===== src/hw/lsp_map.svh =====
`ifndef LSP_MAP_SVH
`define LSP_MAP_SVH
// clock rate in kHz, so ms * kHz gives cycles
`define LSP_CLK_KHZ      25000
// pattern times in ms, no printed figures exist
`define LSP_FLASH_MS     20
`define LSP_SLOW_HALF_MS 500
`define LSP_FAST_HALF_MS 125
`define LSP_NUM_CH       5
// colour elements: power has two, each channel two
`define LSP_PWR_ELEMS    2
`define LSP_CH_ELEMS     2
`define LSP_RUN_FIRST    0
`endif


===== src/hw/lsp_pkg.sv =====
package lsp_pkg;
   typedef enum logic [3:0] {
      LSP_PWR_OFF       = 4'h0,
      LSP_PWR_GREEN     = 4'h1,
      LSP_PWR_YELLOW    = 4'h2,
      LSP_PWR_SLOW_G    = 4'h3,
      LSP_PWR_FAST_G    = 4'h4,
      LSP_PWR_SLOW_Y    = 4'h5,
      LSP_PWR_SLOW_WAVE = 4'h6,
      LSP_PWR_FAST_WAVE = 4'h7,
      LSP_PWR_RUN       = 4'h8
   } lsp_pwr_pat_e;

   typedef enum logic [3:0] {
      LSP_TRF_CHAN      = 4'h0,
      LSP_TRF_OFF       = 4'h1,
      LSP_TRF_SLOW_Y    = 4'h2,
      LSP_TRF_FAST_Y    = 4'h3,
      LSP_TRF_SLOW_R    = 4'h4,
      LSP_TRF_FAST_R    = 4'h5,
      LSP_TRF_SLOW_WAVE = 4'h6,
      LSP_TRF_FAST_WAVE = 4'h7,
      LSP_TRF_RUN       = 4'h8
   } lsp_trf_pat_e;
endpackage


===== src/hw/lsp_tim_if.sv =====
`timescale 1ns/10ps
interface lsp_tim_if;
   logic slow_ph;
   logic fast_ph;
   modport src (output slow_ph, output fast_ph);
   modport snk (input slow_ph, input fast_ph);
endinterface


===== src/hw/lsp_chan_status.sv =====
`timescale 1ns/10ps
`include "lsp_map.svh"
module lsp_chan_status #(
   parameter int FLASH_CYC = `LSP_FLASH_MS * `LSP_CLK_KHZ
) (
   // clock and reset
   input  wire logic clk_i,
   input  wire logic sys_rst_i,
   // shared blink phases
   lsp_tim_if.snk    tim,
   // channel events
   input  wire logic msg_evt_i,
   input  wire logic err_frame_i,
   input  wire logic err_passive_i,
   input  wire logic overrun_i,
   input  wire logic bus_off_i,
   // channel colours
   output logic      yellow_o,
   output logic      red_o
);
   import lsp_pkg::*;
   localparam int FW = $clog2(FLASH_CYC + 1);

   if (FLASH_CYC < 1) begin : g_bad
      $error("flash length must be at least one cycle");
   end

   typedef struct packed {
      logic [FW-1:0] yel_cnt;
      logic [FW-1:0] red_cnt;
      logic          ovr_lat;
   } lsp_chan_s;

   lsp_chan_s st;
   lsp_chan_s next_st;

   always_comb begin
      next_st = st;
      // retrigger keeps back-to-back flashes lit
      if (msg_evt_i) begin
         next_st.yel_cnt = FW'(FLASH_CYC);
      end else if (st.yel_cnt != '0) begin
         next_st.yel_cnt = st.yel_cnt - 1'b1;
      end
      if (err_frame_i) begin
         next_st.red_cnt = FW'(FLASH_CYC);
      end else if (st.red_cnt != '0) begin
         next_st.red_cnt = st.red_cnt - 1'b1;
      end
      // overrun set wins over a bus-off in the same cycle
      if (bus_off_i) begin
         next_st.ovr_lat = 1'b0;
      end
      if (overrun_i) begin
         next_st.ovr_lat = 1'b1;
      end
   end

   always_ff @(posedge clk_i) begin
      if (sys_rst_i) begin
         st <= '0;
      end else begin
         st <= next_st;
      end
   end

   // red beats yellow: one element of a dual LED at a time
   always_comb begin
      yellow_o = 1'b0;
      red_o    = 1'b0;
      if (st.ovr_lat) begin
         red_o = 1'b1;
      end else if (err_passive_i) begin
         red_o = tim.fast_ph;
      end else if (st.red_cnt != '0) begin
         red_o = 1'b1;
      end else begin
         yellow_o = (st.yel_cnt != '0);
      end
   end

   logic [FW:0] h_since;
   always_ff @(posedge clk_i) begin
      if (sys_rst_i) begin
         h_since <= '0;
      end else if (msg_evt_i) begin
         h_since <= (FW+1)'(1);
      end else if (h_since != '0 && h_since <= (FW+1)'(FLASH_CYC)) begin
         h_since <= h_since + 1'b1;
      end
   end

   property p_flash_ends;
      @(posedge clk_i) disable iff (sys_rst_i)
      h_since == (FW+1)'(FLASH_CYC + 1) |-> !yellow_o;
   endproperty
   a_flash_ends: assert property (p_flash_ends)
      else $error("yellow flash outlasts its length");

   property p_overrun_red;
      @(posedge clk_i) disable iff (sys_rst_i)
      overrun_i |=> red_o && !yellow_o;
   endproperty
   a_overrun_red: assert property (p_overrun_red)
      else $error("overrun did not give steady red");

   property p_passive_fast;
      @(posedge clk_i) disable iff (sys_rst_i)
      err_passive_i && !st.ovr_lat |-> red_o == tim.fast_ph;
   endproperty
   a_passive_fast: assert property (p_passive_fast)
      else $error("error passive not fast blink red");

   c_flash: cover property (@(posedge clk_i) disable iff (sys_rst_i)
      msg_evt_i ##1 yellow_o);
endmodule


===== src/hw/led_status_pattern_encoder.sv =====
// Behaviour
// - separate power and per-channel traffic indicators
// - device errors drive all red together
// - flash is one short pulse, retriggerable
// - slow blink, equal on and off
// - fast blink, equal halves, faster than slow
// - slow waver alternates colours at slow rate
// - fast waver alternates colours at fast rate
// - running lights one element in order
// - configured host mode: steady green power
// - host problem states map to fixed pairs
// - low supply raises power-problem pattern
// - idle off, yellow message flash, red error
// - error passive gives fast blink red
// - overrun red latched until bus-off
// - firmware update: all traffic fast yellow
// - tool exchange: running on every indicator
// - disk activity: green, traffic fast yellow
// - logger hardware and battery faults waver
// - storage fault: yellow, slow red traffic
// - bad configuration: yellow, fast red traffic
// - armed green, active fast, stopped slow
// - logger traffic uses per-channel status
// - user program override; load fail shows
`timescale 1ns/10ps
`include "lsp_map.svh"
module led_status_pattern_encoder #(
   parameter int NUM_CH        = `LSP_NUM_CH,
   parameter int FLASH_CYC     = `LSP_FLASH_MS * `LSP_CLK_KHZ,
   parameter int SLOW_HALF_CYC = `LSP_SLOW_HALF_MS * `LSP_CLK_KHZ,
   parameter int FAST_HALF_CYC = `LSP_FAST_HALF_MS * `LSP_CLK_KHZ
) (
   // clock and reset
   input  wire logic              clk_i,
   input  wire logic              sys_rst_i,
   // host-interface side state
   input  wire logic              host_mode_i,
   input  wire logic              usb_configured_i,
   input  wire logic              fw_cfg_err_i,
   input  wire logic              supply_low_i,
   input  wire logic              fw_update_i,
   input  wire logic              tool_comm_i,
   input  wire logic              disk_busy_i,
   // logger side state
   input  wire logic              hw_err_i,
   input  wire logic              battery_fault_i,
   input  wire logic              disk_err_i,
   input  wire logic              cfg_missing_i,
   input  wire logic              prog_load_fail_i,
   input  wire logic              log_armed_i,
   input  wire logic              log_active_i,
   input  wire logic              log_trig_stop_i,
   // per-channel bus events
   input  wire logic [NUM_CH-1:0] msg_evt_i,
   input  wire logic [NUM_CH-1:0] err_frame_i,
   input  wire logic [NUM_CH-1:0] err_passive_i,
   input  wire logic [NUM_CH-1:0] overrun_i,
   input  wire logic [NUM_CH-1:0] bus_off_i,
   // user program override, bit 0 is power
   input  wire logic [NUM_CH:0]   prog_ovr_en_i,
   input  wire logic [1:0]        pwr_ovr_i,
   input  wire logic [2*NUM_CH-1:0] trf_ovr_i,
   // indicator drives
   output logic                   pwr_green_o,
   output logic                   pwr_yellow_o,
   output logic [NUM_CH-1:0]      trf_yellow_o,
   output logic [NUM_CH-1:0]      trf_red_o
);
   import lsp_pkg::*;

   localparam int SW  = $clog2(SLOW_HALF_CYC + 1);
   localparam int FW  = $clog2(FAST_HALF_CYC + 1);
   localparam int NEL = `LSP_PWR_ELEMS + `LSP_CH_ELEMS * NUM_CH;
   localparam int RW  = $clog2(NEL);

   // fast must be strictly faster than slow
   if (FAST_HALF_CYC < 1 || FAST_HALF_CYC >= SLOW_HALF_CYC ||
       FLASH_CYC < 1 || NUM_CH < 1) begin : g_bad
      $error("pattern timing or channel count unusable");
   end

   typedef struct packed {
      logic [SW-1:0]     slow_cnt;
      logic [FW-1:0]     fast_cnt;
      logic              slow_ph;
      logic              fast_ph;
      logic [RW-1:0]     run_idx;
      logic              pwr_g;
      logic              pwr_y;
      logic [NUM_CH-1:0] trf_y;
      logic [NUM_CH-1:0] trf_r;
   } lsp_top_s;

   lsp_top_s     st;
   lsp_top_s     next_st;
   lsp_pwr_pat_e pwr_pat;
   lsp_trf_pat_e trf_pat;

   lsp_tim_if tim ();
   assign tim.slow_ph = st.slow_ph;
   assign tim.fast_ph = st.fast_ph;

   logic [NUM_CH-1:0] ch_y;
   logic [NUM_CH-1:0] ch_r;

   // one status tracker per channel, independent
   for (genvar c = 0; c < NUM_CH; c++) begin : g_ch
      lsp_chan_status #(
         .FLASH_CYC (FLASH_CYC)
      ) u_ch (
         .clk_i         (clk_i),
         .sys_rst_i     (sys_rst_i),
         .tim           (tim),
         .msg_evt_i     (msg_evt_i[c]),
         .err_frame_i   (err_frame_i[c]),
         .err_passive_i (err_passive_i[c]),
         .overrun_i     (overrun_i[c]),
         .bus_off_i     (bus_off_i[c]),
         .yellow_o      (ch_y[c]),
         .red_o         (ch_r[c])
      );
   end

   always_comb begin
      next_st = st;
      pwr_pat = LSP_PWR_OFF;
      trf_pat = LSP_TRF_CHAN;

      // shared phase generators, each half period exact
      if (st.slow_cnt == '0) begin
         next_st.slow_cnt = SW'(SLOW_HALF_CYC - 1);
         next_st.slow_ph  = ~st.slow_ph;
      end else begin
         next_st.slow_cnt = st.slow_cnt - 1'b1;
      end
      if (st.fast_cnt == '0) begin
         next_st.fast_cnt = FW'(FAST_HALF_CYC - 1);
         next_st.fast_ph  = ~st.fast_ph;
      end else begin
         next_st.fast_cnt = st.fast_cnt - 1'b1;
      end

      // device-wide states first, per-channel last
      if (host_mode_i) begin
         if (tool_comm_i) begin
            pwr_pat = LSP_PWR_RUN;
            trf_pat = LSP_TRF_RUN;
         end else if (fw_cfg_err_i) begin
            pwr_pat = LSP_PWR_SLOW_WAVE;
            trf_pat = LSP_TRF_SLOW_WAVE;
         end else if (supply_low_i) begin
            pwr_pat = LSP_PWR_SLOW_WAVE;
            trf_pat = LSP_TRF_SLOW_Y;
         end else if (!usb_configured_i) begin
            pwr_pat = LSP_PWR_SLOW_Y;
            trf_pat = LSP_TRF_OFF;
         end else if (disk_busy_i) begin
            pwr_pat = LSP_PWR_GREEN;
            trf_pat = LSP_TRF_FAST_Y;
         end else if (fw_update_i) begin
            pwr_pat = LSP_PWR_GREEN;
            trf_pat = LSP_TRF_FAST_Y;
         end else begin
            pwr_pat = LSP_PWR_GREEN;
         end
      end else begin
         if (hw_err_i) begin
            pwr_pat = LSP_PWR_FAST_WAVE;
            trf_pat = LSP_TRF_FAST_WAVE;
         end else if (battery_fault_i) begin
            pwr_pat = LSP_PWR_FAST_WAVE;
            trf_pat = LSP_TRF_SLOW_WAVE;
         end else if (disk_err_i) begin
            pwr_pat = LSP_PWR_YELLOW;
            trf_pat = LSP_TRF_SLOW_R;
         end else if (cfg_missing_i || prog_load_fail_i) begin
            pwr_pat = LSP_PWR_YELLOW;
            trf_pat = LSP_TRF_FAST_R;
         end else if (log_trig_stop_i) begin
            pwr_pat = LSP_PWR_SLOW_G;
         end else if (log_active_i) begin
            pwr_pat = LSP_PWR_FAST_G;
         end else if (log_armed_i) begin
            pwr_pat = LSP_PWR_GREEN;
         end
      end

      // running restarts at power green each time
      if (pwr_pat != LSP_PWR_RUN) begin
         next_st.run_idx = RW'(`LSP_RUN_FIRST);
      end else if (st.fast_cnt == '0) begin
         if (st.run_idx == RW'(NEL - 1)) begin
            next_st.run_idx = RW'(`LSP_RUN_FIRST);
         end else begin
            next_st.run_idx = st.run_idx + 1'b1;
         end
      end

      case (pwr_pat)
         LSP_PWR_OFF: begin
            next_st.pwr_g = 1'b0;
            next_st.pwr_y = 1'b0;
         end
         LSP_PWR_GREEN: begin
            next_st.pwr_g = 1'b1;
            next_st.pwr_y = 1'b0;
         end
         LSP_PWR_YELLOW: begin
            next_st.pwr_g = 1'b0;
            next_st.pwr_y = 1'b1;
         end
         LSP_PWR_SLOW_G: begin
            next_st.pwr_g = st.slow_ph;
            next_st.pwr_y = 1'b0;
         end
         LSP_PWR_FAST_G: begin
            next_st.pwr_g = st.fast_ph;
            next_st.pwr_y = 1'b0;
         end
         LSP_PWR_SLOW_Y: begin
            next_st.pwr_g = 1'b0;
            next_st.pwr_y = st.slow_ph;
         end
         LSP_PWR_SLOW_WAVE: begin
            next_st.pwr_g = st.slow_ph;
            next_st.pwr_y = ~st.slow_ph;
         end
         LSP_PWR_FAST_WAVE: begin
            next_st.pwr_g = st.fast_ph;
            next_st.pwr_y = ~st.fast_ph;
         end
         LSP_PWR_RUN: begin
            next_st.pwr_g = (st.run_idx == RW'(0));
            next_st.pwr_y = (st.run_idx == RW'(1));
         end
         default: begin
            next_st.pwr_g = 1'b0;
            next_st.pwr_y = 1'b0;
         end
      endcase

      // one pattern for every traffic LED at once
      for (int c = 0; c < NUM_CH; c++) begin
         case (trf_pat)
            LSP_TRF_CHAN: begin
               next_st.trf_y[c] = ch_y[c];
               next_st.trf_r[c] = ch_r[c];
            end
            LSP_TRF_OFF: begin
               next_st.trf_y[c] = 1'b0;
               next_st.trf_r[c] = 1'b0;
            end
            LSP_TRF_SLOW_Y: begin
               next_st.trf_y[c] = st.slow_ph;
               next_st.trf_r[c] = 1'b0;
            end
            LSP_TRF_FAST_Y: begin
               next_st.trf_y[c] = st.fast_ph;
               next_st.trf_r[c] = 1'b0;
            end
            LSP_TRF_SLOW_R: begin
               next_st.trf_y[c] = 1'b0;
               next_st.trf_r[c] = st.slow_ph;
            end
            LSP_TRF_FAST_R: begin
               next_st.trf_y[c] = 1'b0;
               next_st.trf_r[c] = st.fast_ph;
            end
            LSP_TRF_SLOW_WAVE: begin
               next_st.trf_y[c] = st.slow_ph;
               next_st.trf_r[c] = ~st.slow_ph;
            end
            LSP_TRF_FAST_WAVE: begin
               next_st.trf_y[c] = st.fast_ph;
               next_st.trf_r[c] = ~st.fast_ph;
            end
            LSP_TRF_RUN: begin
               next_st.trf_y[c] = (st.run_idx ==
                  RW'(`LSP_CH_ELEMS * c + `LSP_PWR_ELEMS));
               next_st.trf_r[c] = (st.run_idx ==
                  RW'(`LSP_CH_ELEMS * c + `LSP_PWR_ELEMS + 1));
            end
            default: begin
               next_st.trf_y[c] = 1'b0;
               next_st.trf_r[c] = 1'b0;
            end
         endcase
         // a running program owns the indicator it claims
         if (prog_ovr_en_i[c+1]) begin
            next_st.trf_y[c] = trf_ovr_i[2*c];
            next_st.trf_r[c] = trf_ovr_i[2*c+1];
         end
      end
      if (prog_ovr_en_i[0]) begin
         next_st.pwr_g = pwr_ovr_i[0];
         next_st.pwr_y = pwr_ovr_i[1];
      end
   end

   always_ff @(posedge clk_i) begin
      if (sys_rst_i) begin
         st <= '0;
      end else begin
         st <= next_st;
      end
   end

   assign pwr_green_o  = st.pwr_g;
   assign pwr_yellow_o = st.pwr_y;
   assign trf_yellow_o = st.trf_y;
   assign trf_red_o    = st.trf_r;

   // helper age counters for the period checks
   logic          h_slow_prev;
   logic          h_fast_prev;
   logic          h_seen_s;
   logic          h_seen_f;
   logic [SW:0]   h_slow_age;
   logic [FW:0]   h_fast_age;
   always_ff @(posedge clk_i) begin
      if (sys_rst_i) begin
         h_slow_prev <= 1'b0;
         h_fast_prev <= 1'b0;
         h_seen_s    <= 1'b0;
         h_seen_f    <= 1'b0;
         h_slow_age  <= '0;
         h_fast_age  <= '0;
      end else begin
         h_slow_prev <= st.slow_ph;
         h_fast_prev <= st.fast_ph;
         if (st.slow_ph != h_slow_prev) begin
            h_seen_s   <= 1'b1;
            h_slow_age <= (SW+1)'(1);
         end else begin
            h_slow_age <= h_slow_age + 1'b1;
         end
         if (st.fast_ph != h_fast_prev) begin
            h_seen_f   <= 1'b1;
            h_fast_age <= (FW+1)'(1);
         end else begin
            h_fast_age <= h_fast_age + 1'b1;
         end
      end
   end

   property p_slow_half;
      @(posedge clk_i) disable iff (sys_rst_i)
      h_seen_s && st.slow_ph != h_slow_prev |->
         h_slow_age == (SW+1)'(SLOW_HALF_CYC);
   endproperty
   a_slow_half: assert property (p_slow_half)
      else $error("slow half period length wrong");

   property p_fast_half;
      @(posedge clk_i) disable iff (sys_rst_i)
      h_seen_f && st.fast_ph != h_fast_prev |->
         h_fast_age == (FW+1)'(FAST_HALF_CYC);
   endproperty
   a_fast_half: assert property (p_fast_half)
      else $error("fast half period length wrong");

   property p_run_one;
      @(posedge clk_i) disable iff (sys_rst_i)
      pwr_pat == LSP_PWR_RUN && prog_ovr_en_i == '0 |=>
         $onehot({pwr_green_o, pwr_yellow_o, trf_yellow_o, trf_red_o});
   endproperty
   a_run_one: assert property (p_run_one)
      else $error("running pattern lit other than one element");

   property p_host_ok;
      @(posedge clk_i) disable iff (sys_rst_i)
      host_mode_i && usb_configured_i && !tool_comm_i &&
      !fw_cfg_err_i && !supply_low_i && !prog_ovr_en_i[0] |=>
         pwr_green_o && !pwr_yellow_o;
   endproperty
   a_host_ok: assert property (p_host_ok)
      else $error("configured host mode not steady green");

   property p_await_cfg;
      @(posedge clk_i) disable iff (sys_rst_i)
      host_mode_i && !usb_configured_i && !tool_comm_i &&
      !fw_cfg_err_i && !supply_low_i && prog_ovr_en_i == '0 |=>
         !pwr_green_o && pwr_yellow_o == $past(st.slow_ph) &&
         trf_yellow_o == '0 && trf_red_o == '0;
   endproperty
   a_await_cfg: assert property (p_await_cfg)
      else $error("awaiting configuration pattern wrong");

   property p_red_together;
      @(posedge clk_i) disable iff (sys_rst_i)
      (trf_pat == LSP_TRF_FAST_R || trf_pat == LSP_TRF_SLOW_R) &&
      prog_ovr_en_i[NUM_CH:1] == '0 |=>
         (&trf_red_o || trf_red_o == '0) && trf_yellow_o == '0;
   endproperty
   a_red_together: assert property (p_red_together)
      else $error("device error red not shown on all channels");

   property p_load_fail;
      @(posedge clk_i) disable iff (sys_rst_i)
      !host_mode_i && prog_load_fail_i && !hw_err_i &&
      !battery_fault_i && !disk_err_i && prog_ovr_en_i == '0 |=>
         pwr_yellow_o && !pwr_green_o &&
         trf_red_o == {NUM_CH{$past(st.fast_ph)}};
   endproperty
   a_load_fail: assert property (p_load_fail)
      else $error("program load failure pattern wrong");

   property p_fw_update;
      @(posedge clk_i) disable iff (sys_rst_i)
      trf_pat == LSP_TRF_FAST_Y && prog_ovr_en_i[NUM_CH:1] == '0 |=>
         trf_yellow_o == {NUM_CH{$past(st.fast_ph)}} &&
         trf_red_o == '0;
   endproperty
   a_fw_update: assert property (p_fw_update)
      else $error("traffic not fast blink yellow together");

   property p_armed;
      @(posedge clk_i) disable iff (sys_rst_i)
      pwr_pat == LSP_PWR_GREEN && !host_mode_i &&
      !prog_ovr_en_i[0] |=> pwr_green_o ##1 pwr_pat != LSP_PWR_GREEN
         || pwr_green_o;
   endproperty
   a_armed: assert property (p_armed)
      else $error("armed logger power not steady green");

   c_run: cover property (@(posedge clk_i) disable iff (sys_rst_i)
      pwr_pat == LSP_PWR_RUN ##1 trf_red_o[NUM_CH-1]);
   c_hw_err: cover property (@(posedge clk_i) disable iff (sys_rst_i)
      trf_pat == LSP_TRF_FAST_WAVE ##1 &trf_red_o);
   c_update: cover property (@(posedge clk_i) disable iff (sys_rst_i)
      trf_pat == LSP_TRF_FAST_Y ##1 &trf_yellow_o);
   c_overrun: cover property (@(posedge clk_i) disable iff (sys_rst_i)
      overrun_i[0] && host_mode_i ##2 trf_red_o[0]);
endmodule


===== config.mk =====
export PLATFORM = sky130hd
export DESIGN_NAME = led_status_pattern_encoder
export DESIGN_NICKNAME = d
export VERILOG_FILES = /design/src/hw/lsp_pkg.sv /design/src/hw/lsp_tim_if.sv /design/src/hw/lsp_chan_status.sv /design/src/hw/led_status_pattern_encoder.sv
export VERILOG_INCLUDE_DIRS = /design/src /design/src/hw
export SDC_FILE = /design/constraint.sdc
export NUM_CORES = 1
export LEC_CHECK = 0
export ABC_AREA = 1
export CAP_MARGIN = 20
export CORE_MARGIN = 2
export CORE_UTILIZATION = 40
export CTS_CLUSTER_SIZE = 25
export DETAILED_ROUTE_END_ITERATION = 10
export DONT_BUFFER_PORTS = 1
export GPL_ROUTABILITY_DRIVEN = 1
export HOLD_SLACK_MARGIN = 0.1
export SYNTH_ARGS = -nofsm -noshare
export SYNTH_HDL_FRONTEND = slang
export SYNTH_SLANG_ARGS = --single-unit

===== constraint.sdc =====
create_clock -name clk_i -period 1.6 [get_ports clk_i]
set_input_delay 0.08 -clock clk_i [delete_from_list [all_inputs] [get_ports clk_i]]
set_output_delay 0.08 -clock clk_i [all_outputs]
set_load 0.01 [all_outputs]

==> results.toml <==
[worst_hold_path]
hold_start = "sys_rst_i"
hold_path_end = "g_ch[0].u_ch.st[25]$_SDFFE_PP0P_"
min_path_cells = 1
hp-class = "input pin to flop"

[final_layout]
area_growth_pct = 37.71
utilization = 0.5616
drive_above_1_share = 0.3182
nets = 2509
fin_area_mm2 = 0.01949
num_antenna_cells = 0

[place]
dp_hpwl_um = 27470
globalplace.congestion = 0.9040
place_ws_ns = -0.08851
postPlaceCellArea_mm2 = 0.01618
io_buffers = 0

[synth]
synth_ff_type = "dfxtp_1"
synthXorXnorAreaFrac = 0.04269
synth_warnings = 0
yosysSeqAreaShare = 0.3663
yosysUniqueCellTypes = 49
synth.net_count = 2198
synthAdderAreaFrac = 0.02298
synthMuxAreaShare = 0
async_flop_share = 0
post-synth-top-area-cell = "dfxtp_1"
synth_top_area_share = 0.3663
syn_area_mm2 = 0.01416
yosys-top-cells-count = "nand2_1, nor2_1, inv_1"
yosysMostFrequentCell = "nand2_1"
synthCells = 2112
synth_area_per_cell_um2 = 6.703
synth_top_family_by_area = "simple AND/OR/NAND/NOR gates"
synth-edff-count = 0
synth_compound_area_frac = 0.1115
yosys.area_share.simple = 0.3674
yosys-top-cells-area = "dfxtp_1, nand2_1, nor2_1"
yosys_register_bits = 259

[worst_setup_path]
r2r_end = "g_ch[2].u_ch.st[17]$_SDFFE_PP0P_"
regToRegStartpoint = "g_ch[2].u_ch.st[2]$_SDFFE_PP0P_"
crit_path_end_kind = "flop"
cp.required_ns = 2.06
arrival_ns = 2.11
criticalPathCategory = "flop to flop"
regToRegSetupSlack_ns = -0.05
r2r_cells = 10
crit_path_start_kind = "flop"
critical_path.max_fanout = 3

[floorplanning]
rows = 68
die_w_um = 192.1
fp.dieH_um = 192.1
core_area_mm2 = 0.03471
die_area_mm2 = 0.03691
initial_core_util = 0.4078
num_io_pins = 72

[grt]
grt_overflow = 0
grt_max_degree = 116
grtUsageTotal = 0.2032
antenna_found_initial = 0
grt_first_pass_wirelength_um = 62730
grt_pass1_vias = 13835

[power]
leakage_nw = 8.973
irDropWorstVdd_v = 0.0008174
swShare = 0.3673
internal_power_mw = 16.70
combPwrFrac = 0.398
powerDensity_mw_per_mm2 = 1354
seq_power_share = 0.315
finalPower_mw = 26.39
power.clock.fraction = 0.287
p_sw_mw = 9.693

[clock_network]
clkLatencyLatePin_ns = 0.57
tritoncts = "yes"
cts.sinks = 259
clock_path_buffers = 3
root_buffer = "clkbuf_16"
clk_pin_slew_ns = 0.06
numCtsBuffers = 31
cts.htree.levels = 1

[timing]
rsz0062_at_grt = "true"
fin_crit_ns = 1.653
skew_ns = 0.01806
fin_tns_setup_ns = -0.2281
fin_hold_ws_ns = -0.4339
setup_viol = 8
finalHoldViolations = 97
worstMarginPinSlew_ns = 0.4490
worst_slack_ns = -0.05339
fmax_ghz = 0.6048
slew_viol_final = 0
fin_crit_sh = 1.033
relSlewSlack = 0.6990

[route]
wl_met3_um = 1402
drt_iter0_drc = 578
top_layer = "met4"
routed_wirelength_um = 39630
route.met2.wl_um = 19650
antenna_left = 0
drc = 0
drtPass1Iterations = 5
avgRoutedWirePerCell_um = 13.65
vias_per_cell = 4.985
num_vias = 14472
wirelength_met1_um = 17430

[flow_run]
drv_cap = 0

[run_status]
outcome = "finished, violations left"
violations = "hold timing, setup timing"
[metrics by stage]
step	cells	hold slack [ns]
2_1_floorplan	2112	0.1974
3_3_place_gp	2752	0.1624
3_5_place_dp	2752	0.1651
4_1_cts	2857	-0.4380
5_1_grt	2903	-0.4539
6_report	2903	-0.4339
[power by group through the flow]
stage	clock (mW)	sequential (mW)	combinational [mW]
2_1_floorplan	0	8.15	5.76
3_3_place_gp	0	8.28	8.30
3_5_place_dp	0	8.30	8.44
4_1_cts	7.73	8.18	8.89
5_1_grt	7.99	8.44	11.7
6_report	7.56	8.32	10.5
[layout by cell type (no fill, tap or decap), types with 56 or more instances in the layout]
cell type,netlist,final
nand2_1,390,334
nor2_1,388,292
buf_4,10,254
inv_1,272,223
dfxtp_1,259,215
a21oi_1,157,144
nand3_1,116,89
nor2_2,28,83
nand2_2,20,64
inv_2,17,56
[routing by layer]
metal / GRT usage / vias to the layer above
li1: - / 7426
met1: 0.2466 / 6749
met2: 0.3682 / 224
met3: 0.02576 / 73
met4: 0.06870 / 0
met5: 0 / -
[critical path, cell delays in order, from the launching register on]
cell     delay (ns)
dfxtp_4        0.36
inv_4          0.07
ha_4           0.14
inv_2          0.04
nor2_4         0.12
nand2_2        0.09
buf_6          0.13
nor3b_4        0.24
nand3_2        0.12
xor2_1         0.16
a21oi_1        0.08
[flip-flops by register name, indices dropped and copies added (netlist names)]
name / count
pwr_green_o: 1
trf_yellow_o: 5
tim.slow_ph: 1
trf_red_o: 5
g_ch.u_ch.st: 195
st: 50
pwr_yellow_o: 1
tim.fast_ph: 1
[cell type report]
cell class / count / area, µm²
Clock inverter: 18 / 229.0
Tap cell: 455 / 569.3
Sequential cell: 259 / 5245
Multi-Input combinational cell: 1532 / 8996
Fill cell: 3235 / 15220
Inverter: 293 / 1129
Timing Repair Buffer: 306 / 2457
Clock buffer: 40 / 869.6
[repair_timing]
action	in CTS	in global routing
cloned	0	1
buffers inserted	12	44
resized for setup	56	413
pin swaps	29	170
hold endpoints to repair	243	108
endpoints found under the setup margin	53	179
hold buffers	35	2
[cell families (layout without fill, tap and decap cells)]
logic type / after synthesis / count (layout)
compound gates: 292 / 292
fa+ha+maj: 26 / 26
flops: 259 / 259
buf+inv: 322 / 657
xor+xnor: 69 / 69
simple gates: 1144 / 1145
[worst max path at each step]
| stage | from | end | slack (ns) |
|---|---|---|---|
| floorplan | g_ch[3].u_ch.st[1]$_SDFFE_PP0P_ | g_ch[3].u_ch.st[8]$_SDFFE_PP0P_ | 0.03 |
| global placement | g_ch[1].u_ch.st[1]$_SDFFE_PP0P_ | trf_yellow_o[1]$_SDFF_PP0_ | -0.06 |
| detailed placement | g_ch[1].u_ch.st[1]$_SDFFE_PP0P_ | trf_yellow_o[1]$_SDFF_PP0_ | -0.09 |
| CTS | g_ch[3].u_ch.st[2]$_SDFFE_PP0P_ | g_ch[3].u_ch.st[7]$_SDFFE_PP0P_ | -0.006 |
| global route | st[18]$_SDFF_PP0_ | st[39]$_SDFF_PP0_ | -0.18 |
| finish | g_ch[2].u_ch.st[2]$_SDFFE_PP0P_ | g_ch[2].u_ch.st[17]$_SDFFE_PP0P_ | -0.05 |
(Power assumes the default switching activity.)
